$ cat src/verilog/ssr_defs.svh
`ifndef SSR_DEFS_SVH
`define SSR_DEFS_SVH

`define SSR_SHORT_STAGES 4
`define SSR_LONG_STAGES 5
`define SSR_TAP_STAGE 4
`define SSR_BUF_DEPTH 2

`endif

$ cat src/verilog/ssr_pkg.sv
package ssr_pkg;

  // serial inputs of the four sections, sampled together
  typedef struct packed {
    logic sec_a;
    logic sec_b;
    logic sec_c;
    logic sec_d;
  } ssr_in_t;

  // outputs: a and c are four-stage, b and d five-stage with fourth-stage taps
  typedef struct packed {
    logic out_a;
    logic out_b;
    logic tap_b;
    logic out_c;
    logic out_d;
    logic tap_d;
  } ssr_out_t;

endpackage

$ cat src/verilog/ssr_top.sv
`timescale 1ns/1ps
`include "ssr_defs.svh"

// How it works
// - four sections: two of four stages, two of five, eighteen in all
// - each five-stage section also shows its fourth stage on a tap
// - every section has its own serial input and independent data path
// - one shared shift clock input steps all eighteen stages
// - stages load and pass data only on a shift clock falling edge
// - contents hold indefinitely while the shift clock stays steady
// - on the edge a stage copies its input; otherwise it keeps its value
module ssr_top #(
  parameter int SHORT_STAGES = `SSR_SHORT_STAGES,
  parameter int LONG_STAGES = `SSR_LONG_STAGES,
  parameter int TAP_STAGE = `SSR_TAP_STAGE
) (
  input wire logic i_clk,
  input wire logic i_srst,
  input wire logic i_shift_clock,
  input wire ssr_pkg::ssr_in_t i_data,
  output ssr_pkg::ssr_out_t o_stage,
  output logic o_snap_valid,
  input wire logic i_snap_ready,
  output ssr_pkg::ssr_out_t o_snap
);

  // ************************************************
  // pin synchronisers
  // ************************************************
  logic clk_meta_q;
  logic clk_sync_q;
  logic clk_prev_q;
  ssr_pkg::ssr_in_t data_meta_q;
  ssr_pkg::ssr_in_t data_sync_q;
  logic fall;

  // shift clock pin: two flops before anything reads it
  always_ff @(posedge i_clk)
  begin
    clk_meta_q <= i_shift_clock;
    clk_sync_q <= clk_meta_q;
  end

  // last settled level, for the edge detector
  always_ff @(posedge i_clk)
  begin
    clk_prev_q <= clk_sync_q;
  end

  // serial data pins: two flops each, in step with the clock pin
  always_ff @(posedge i_clk)
  begin
    data_meta_q <= i_data;
    data_sync_q <= data_meta_q;
  end

  // one pulse per falling edge of the shared shift clock
  assign fall = clk_prev_q && !clk_sync_q;

  // ************************************************
  // shift sections
  // ************************************************
  logic [SHORT_STAGES-1:0] sec_a_q;
  logic [LONG_STAGES-1:0] sec_b_q;
  logic [SHORT_STAGES-1:0] sec_c_q;
  logic [LONG_STAGES-1:0] sec_d_q;

  // section a: no reset on stages; held unless an edge arrives
  always_ff @(posedge i_clk)
  begin
    if (fall)
    begin
      sec_a_q <= {sec_a_q[SHORT_STAGES-2:0], data_sync_q.sec_a};
    end
  end

  // section b: five stages, tap at the fourth
  always_ff @(posedge i_clk)
  begin
    if (fall)
    begin
      sec_b_q <= {sec_b_q[LONG_STAGES-2:0], data_sync_q.sec_b};
    end
  end

  // section c: four stages
  always_ff @(posedge i_clk)
  begin
    if (fall)
    begin
      sec_c_q <= {sec_c_q[SHORT_STAGES-2:0], data_sync_q.sec_c};
    end
  end

  // section d: five stages, tap at the fourth
  always_ff @(posedge i_clk)
  begin
    if (fall)
    begin
      sec_d_q <= {sec_d_q[LONG_STAGES-2:0], data_sync_q.sec_d};
    end
  end

  // ************************************************
  // outputs
  // ************************************************
  ssr_pkg::ssr_out_t cur;
  logic shifted_q;
  logic push_q;

  always_comb
  begin
    cur.out_a = sec_a_q[SHORT_STAGES-1];
    cur.out_b = sec_b_q[LONG_STAGES-1];
    cur.tap_b = sec_b_q[TAP_STAGE-1];
    cur.out_c = sec_c_q[SHORT_STAGES-1];
    cur.out_d = sec_d_q[LONG_STAGES-1];
    cur.tap_d = sec_d_q[TAP_STAGE-1];
  end

  // registered copy follows the stages every cycle, ungated
  always_ff @(posedge i_clk)
  begin
    o_stage <= cur;
  end

  // stages move one edge after the pulse, o_stage one edge after them
  always_ff @(posedge i_clk)
  begin
    if (i_srst)
    begin
      shifted_q <= 1'b0;
    end
    else
    begin
      shifted_q <= fall;
    end
  end

  // a snapshot is offered once o_stage carries the new contents
  always_ff @(posedge i_clk)
  begin
    if (i_srst)
    begin
      push_q <= 1'b0;
    end
    else
    begin
      push_q <= shifted_q;
    end
  end

  ssr_buf #(
    .WIDTH($bits(ssr_pkg::ssr_out_t))
  ) u_buf (
    .i_clk(i_clk),
    .i_srst(i_srst),
    .i_valid(push_q),
    .o_ready(),
    .i_data(o_stage),
    .o_valid(o_snap_valid),
    .i_ready(i_snap_ready),
    .o_data(o_snap)
  );

endmodule

$ cat src/verilog/ssr_buf.sv
`timescale 1ns/1ps
`include "ssr_defs.svh"

// two-entry valid/ready buffer carrying up to two snapshots of the outputs
module ssr_buf #(
  parameter int WIDTH = 6
) (
  input wire logic i_clk,
  input wire logic i_srst,
  input wire logic i_valid,
  output logic o_ready,
  input wire logic [WIDTH-1:0] i_data,
  output logic o_valid,
  input wire logic i_ready,
  output logic [WIDTH-1:0] o_data
);

  // head_q faces the consumer; spare_q catches one push while the head is held
  logic [WIDTH-1:0] head_q;
  logic [WIDTH-1:0] spare_q;
  logic head_valid_q;
  logic spare_valid_q;
  logic advance;

  // head empty or taken this cycle: it may be refilled
  assign advance = !head_valid_q || i_ready;
  assign o_valid = head_valid_q;
  assign o_data = head_q;
  assign o_ready = !spare_valid_q;

  always_ff @(posedge i_clk)
  begin
    if (advance)
    begin
      head_q <= spare_valid_q ? spare_q : i_data;
    end
    if (!advance && !spare_valid_q && i_valid)
    begin
      spare_q <= i_data;
    end
  end

  // a push while both entries are full is refused and lost
  always_ff @(posedge i_clk)
  begin
    if (i_srst)
    begin
      head_valid_q <= 1'b0;
      spare_valid_q <= 1'b0;
    end
    else if (advance)
    begin
      head_valid_q <= spare_valid_q || i_valid;
      spare_valid_q <= 1'b0;
    end
    else if (i_valid && !spare_valid_q)
    begin
      spare_valid_q <= 1'b1;
    end
  end

endmodule

$ cat config.mk
export PLATFORM = sky130hd
export DESIGN_NAME = ssr_top
export DESIGN_NICKNAME = d
export VERILOG_FILES = /design/src/verilog/ssr_pkg.sv /design/src/verilog/ssr_top.sv /design/src/verilog/ssr_buf.sv
export VERILOG_INCLUDE_DIRS = /design/src /design/src/verilog
export SDC_FILE = /design/constraint.sdc
export NUM_CORES = 1
export LEC_CHECK = 0
export ABC_AREA = 1
export BUFFER_PORTS_ARGS = -buffer_cell sky130_fd_sc_hd__buf_2
export CORE_UTILIZATION = 35
export CTS_CLUSTER_SIZE = 24
export DETAILED_ROUTE_END_ITERATION = 6
export PLACE_DENSITY = 0.5
export SETUP_SLACK_MARGIN = 0.15
export SYNTH_ARGS = -nofsm -noshare
export SYNTH_HDL_FRONTEND = slang
export SYNTH_SLANG_ARGS = --single-unit
$ cat constraint.sdc
create_clock -name i_clk -period 1.9 [get_ports i_clk]
set_input_delay 0.475 -clock i_clk [delete_from_list [all_inputs] [get_ports i_clk]]
set_output_delay 0.475 -clock i_clk [all_outputs]
set_load 0.02 [all_outputs]
==> After elaboration in Yosys (flattened, before gate mapping) <==
Cells that the tools add are included.
Widths: inputs -> output; s select.
{ "totals": {"mem_bits_rw": 0, "memories": 0, "input_bits": 8, "wordCells": 39, "mem_bits_ro": 0, "latchBits": 0, "output_inout_bits": 13, "register_bits": 51} }
{ "op_classes": {"reduce_logical": 11, "n_bitwise": 0, "order_cmp": 0, "div": 0, "eq_ne": 0, "multipliers": 0, "mux": 1, "add_sub_neg": 0, "shifts": 0} }
{ "ops": {"columns": ["cell", "count"], "rows": [
  ["$mux 6", 1],
  ["$logic_and 1x1->1", 4],
  ["$logic_not 1->1", 4],
  ["$logic_or 1x1->1", 2],
  ["$reduce_or 2->1", 1]
]} }

==> Logic depth before layout (Yosys ltp) <==
{ "logic_depth": {"word_depth": 5, "mapped_depth": 4, "ltp_nobuf": 4} }

==> Cells and area by module <==
From an unflattened synthesis, not the netlist that was laid out.
{ "unflattened": {"cells_unflattened": 87, "area_unflattened_um2": 1483.9} }
{ "by_module_without_submodules": {"columns": ["module", "area_each_um2", "cells_per_inst", "seq_area_each_um2", "instances"], "rows": [
  ["ssr_top", 948.4, 43, 920.9, 1],
  ["ssr_buf", 535.5, 44, 400.4, 1]
]} }

==> Worst setup path after synthesis <==
OpenSTA, ideal clock, no wires.
{ "synth_timing": {"path_kind": "register -> register", "start": "register clk_prev_q", "end": "register sec_a_q[0] (enable)", "slack_ps": 397, "setup_ps": 393, "n_path_buf": 0, "required_ps": 1507, "path_stages_with_launch": 3, "arrival_ps": 1111, "period_less_slack_ps": 1503, "cell_sequence": "dfxtp_1 inv_1 nor2_1"} }
{ "synth_between": {"elab_chain_len": 1} }
{ "synth_rtl": {"columns": ["element", "line_no", "source"], "rows": [
  ["from (decl)", "ssr_top.sv:32", "logic clk_prev_q;"],
  ["from (signal assigned)", "ssr_top.sv:47", "clk_prev_q <= clk_sync_q;"],
  ["$logic_and 1x1->1", "ssr_top.sv:58", "assign fall = clk_prev_q && !clk_sync_q;"],
  ["via fall", "ssr_top.sv:35", "logic fall;"],
  ["to (signal assigned)", "ssr_top.sv:73", "sec_a_q <= {sec_a_q[SHORT_STAGES-2:0], data_sync_q.sec_a};"],
  ["to (decl)", "ssr_top.sv:63", "logic [SHORT_STAGES-1:0] sec_a_q;"]
]} }
The timed path passes the listed nets, and every way through them passes these cells.
A chain may end at the register's enable or synchronous reset.

==> Worst setup path after layout <==
{ "layout_timing": {"start": "register o_stage[2] (netlist name)", "end": "output port o_stage[2] (netlist name)"} }
{ "layout_lines": {"columns": ["element", "line_no", "source"], "rows": [
  ["from (decl)", "ssr_top.sv:21", "output ssr_pkg::ssr_out_t o_stage,"],
  ["from (signal assigned)", "ssr_top.sv:124", "o_stage <= cur;"]
]} }
No word-level cell between the ends.

==> metrics.yaml <==
track_usage_pct: 9.24
path_buf_inv: 1
hpwlAfterDp_um: 1060
yosysTopAreaCellShare_pct: 61.3
holdBufCountCts: 0
clock_sinks: 51
route.vias.total: 667
tns_ns: 0
met2_length_um: 756
endpoint_kind: "output pin"
rsz0062_at_grt: "no"
crit_path_cell_trace: "buf_2"
setup_violations: 0
switching_power_uw: 373
hold-path-endpoint: "data_meta_q[2]"
min_period_ns: 1.32
drtPass1Iterations: 4
post-cts-setup-buffers: 0
final_common_cell: "edfxtp_1"
required_ns: 1.42
die_h_um: 66.8
cts_root_buffer: "clkbuf_8"
p_comb_share_pct: 2.6
routabilityCongestion: 0.665
syn_area_sq_um: 1470
highest-signal-layer: "met4"
layout_common_cells: "30 x edfxtp_1, 21 x dfxtp_1, 20 x buf_2"
ios: 21
cts_max_level: 2
critical_path_class: "flip-flop to output pin"
grt_max_degree: 19
yosysTopAreaCell: "edfxtp_1"
cp.depth: 1
yosysWarningCount: 0
max_clock_freq_mhz: 758
start_util_pct: 36.5
clock_power_share_pct: 31.5
synth_nets: 94
viasPerCell: 4.07
outcome: "complete, no violations"
grt.overflow.total: 0
relSlewSlack_pct: 71.1
synthTopCellsByArea: "edfxtp_1 61%, dfxtp_1 29%, inv_1 2.8%"
dpl.cell_count: 156
maxSlewViolCount: 0
hold_violations: 0
fin_nets: 121
r2r_cells: 4
num_rows: 23
synth-seq-area-share_pct: 89.9
drt-total-wl_um: 1660
hold_depth: 1
clk_path_buf_depth: 2
finalClockSkew_ns: 0.00640
cpPeakStageDelay_ns: 0.37
tritoncts: "built"
synth_cells: 86
ctsResizeCount: 0
area_growth_pct: 16.5
worstMarginPinSlew_ns: 0.432
diodes: 0
yosysUniqueCellTypes: 9
die_x_um: 66.8
drt_iter0_markers: 37
wl_met3_um: 108
clk_latency_ns: 0.29
crit_path_max_fanout: 3
p_int_mw: 1.48
timing.rr.end: "u_buf.spare_q[3]"
powerDensity_nw_per_um2: 1080
drv_cap: 0
ant_nets: 0
grt_pass1_vias: 648
crit_slowest_cell: "dfxtp_1"
core-area_sq_um: 4030
hp-class: "input pin to flip-flop"
drc_errors: 0
portBuffers: 20
crit_arrival_ns: 0.84
wl_met1_um: 759
p_sw_share_pct: 20.2
cp-start-kind: "flip-flop"
synth_area_per_cell_sq_um: 17.1
timing.reg2reg.setup_slack_ns: 0.65
p_leak_nw: 0.670
drive_gt1_share_pct: 25.4
stdcell_count: 164
cp_top_family: "flip-flops"
wl_per_cell_um: 10.1
synth-seq-cells: 51
ir_drop_mv: 0.696
clkSlewWorstSetupHoldPaths_ns: 0.09
power_frac_seq_pct: 65.9
fp.dieArea_sq_um: 4460
cts_buffers: 5
rr_startpoint: "u_buf.o_valid"
holdCritStartpoint: "i_data[2]"
fin_crit_sh_pct: 69.4
antenna_found_initial: 0
grt_pass1_wl_um: 2790
stage by stage:
step	hold WS [ns]	util, %	setup slack, ns	power, mW	instance area [sq um]
after floorplan	0.310	-	0.397	1.27	1470
after global placement	0.311	40.4	0.414	1.29	1630
after detailed placement	0.314	40.4	0.399	1.29	1630
after CTS	0.265	42.5	0.563	1.87	1710
after global routing	0.258	42.5	0.516	1.93	1710
final	0.277	42.5	0.582	1.85	1710
layer usage:
metal,GRT usage (%),vias to the layer above
met4,7.98,0
met1,8.53,303
met3,4.62,5
met5,0,-
met2,14.9,20
li1,-,339
flip-flops by register name, summed over array words and instances, names as in the netlist:
register	flops
clk_meta_q	1
clk_prev_q	1
clk_sync_q	1
data_meta_q	4
data_sync_q	4
o_stage	6
push_q	1
sec_a_q	4
sec_b_q	5
sec_c_q	4
sec_d_q	5
shifted_q	1
u_buf.o_data	6
u_buf.o_valid	1
u_buf.spare_q	6
u_buf.spare_valid_q	1
cell families (layout without fill, tap and decap cells):
logic type	after synthesis	after routing	share of synthesized area (%)
buf+inv	12	40	3.57
compound gates	7	7	2.38
flops	51	51	89.9
simple gates	16	16	4.17
area by class of cell:
cell class | instances | area [sq um]
clock buffers | 5 | 68.8
multi-input cells | 23 | 96.3
repair buffers | 21 | 108
inverters | 11 | 41.3
clock inverters | 3 | 15.0
fillers | 365 | 2320
flip-flops and latches | 51 | 1320
well taps | 50 | 62.6
cells in the mapped netlist (all sizes together):
master  number
a21oi        1
nand2        9
nor3         1
dfxtp       21
o21ai        6
buf          1
nor2         6
inv         11
edfxtp      30
power by group through the flow:
stage | Combinational [mW] | Clock [mW] | Sequential, mW
2_1_floorplan | 0.0121 | 0 | 1.26
3_3_place_gp | 0.0473 | 0 | 1.24
3_5_place_dp | 0.0486 | 0 | 1.25
4_1_cts | 0.0486 | 0.604 | 1.22
5_1_grt | 0.0529 | 0.650 | 1.22
6_report | 0.0474 | 0.583 | 1.22
how the worst max path moves through the flow:
stage | from | endpoint | slack (ns)
final | o_stage[2] | o_stage[2] | 0.58
after global routing | o_stage[0] | o_stage[0] | 0.52
after CTS | o_stage[5] | o_stage[5] | 0.56
after detailed placement | i_snap_ready | u_buf.spare_q[0] | 0.40
after global placement | i_snap_ready | u_buf.spare_q[0] | 0.41
after floorplan | clk_prev_q | sec_a_q[0] | 0.40
(Power assumes the default switching activity.)
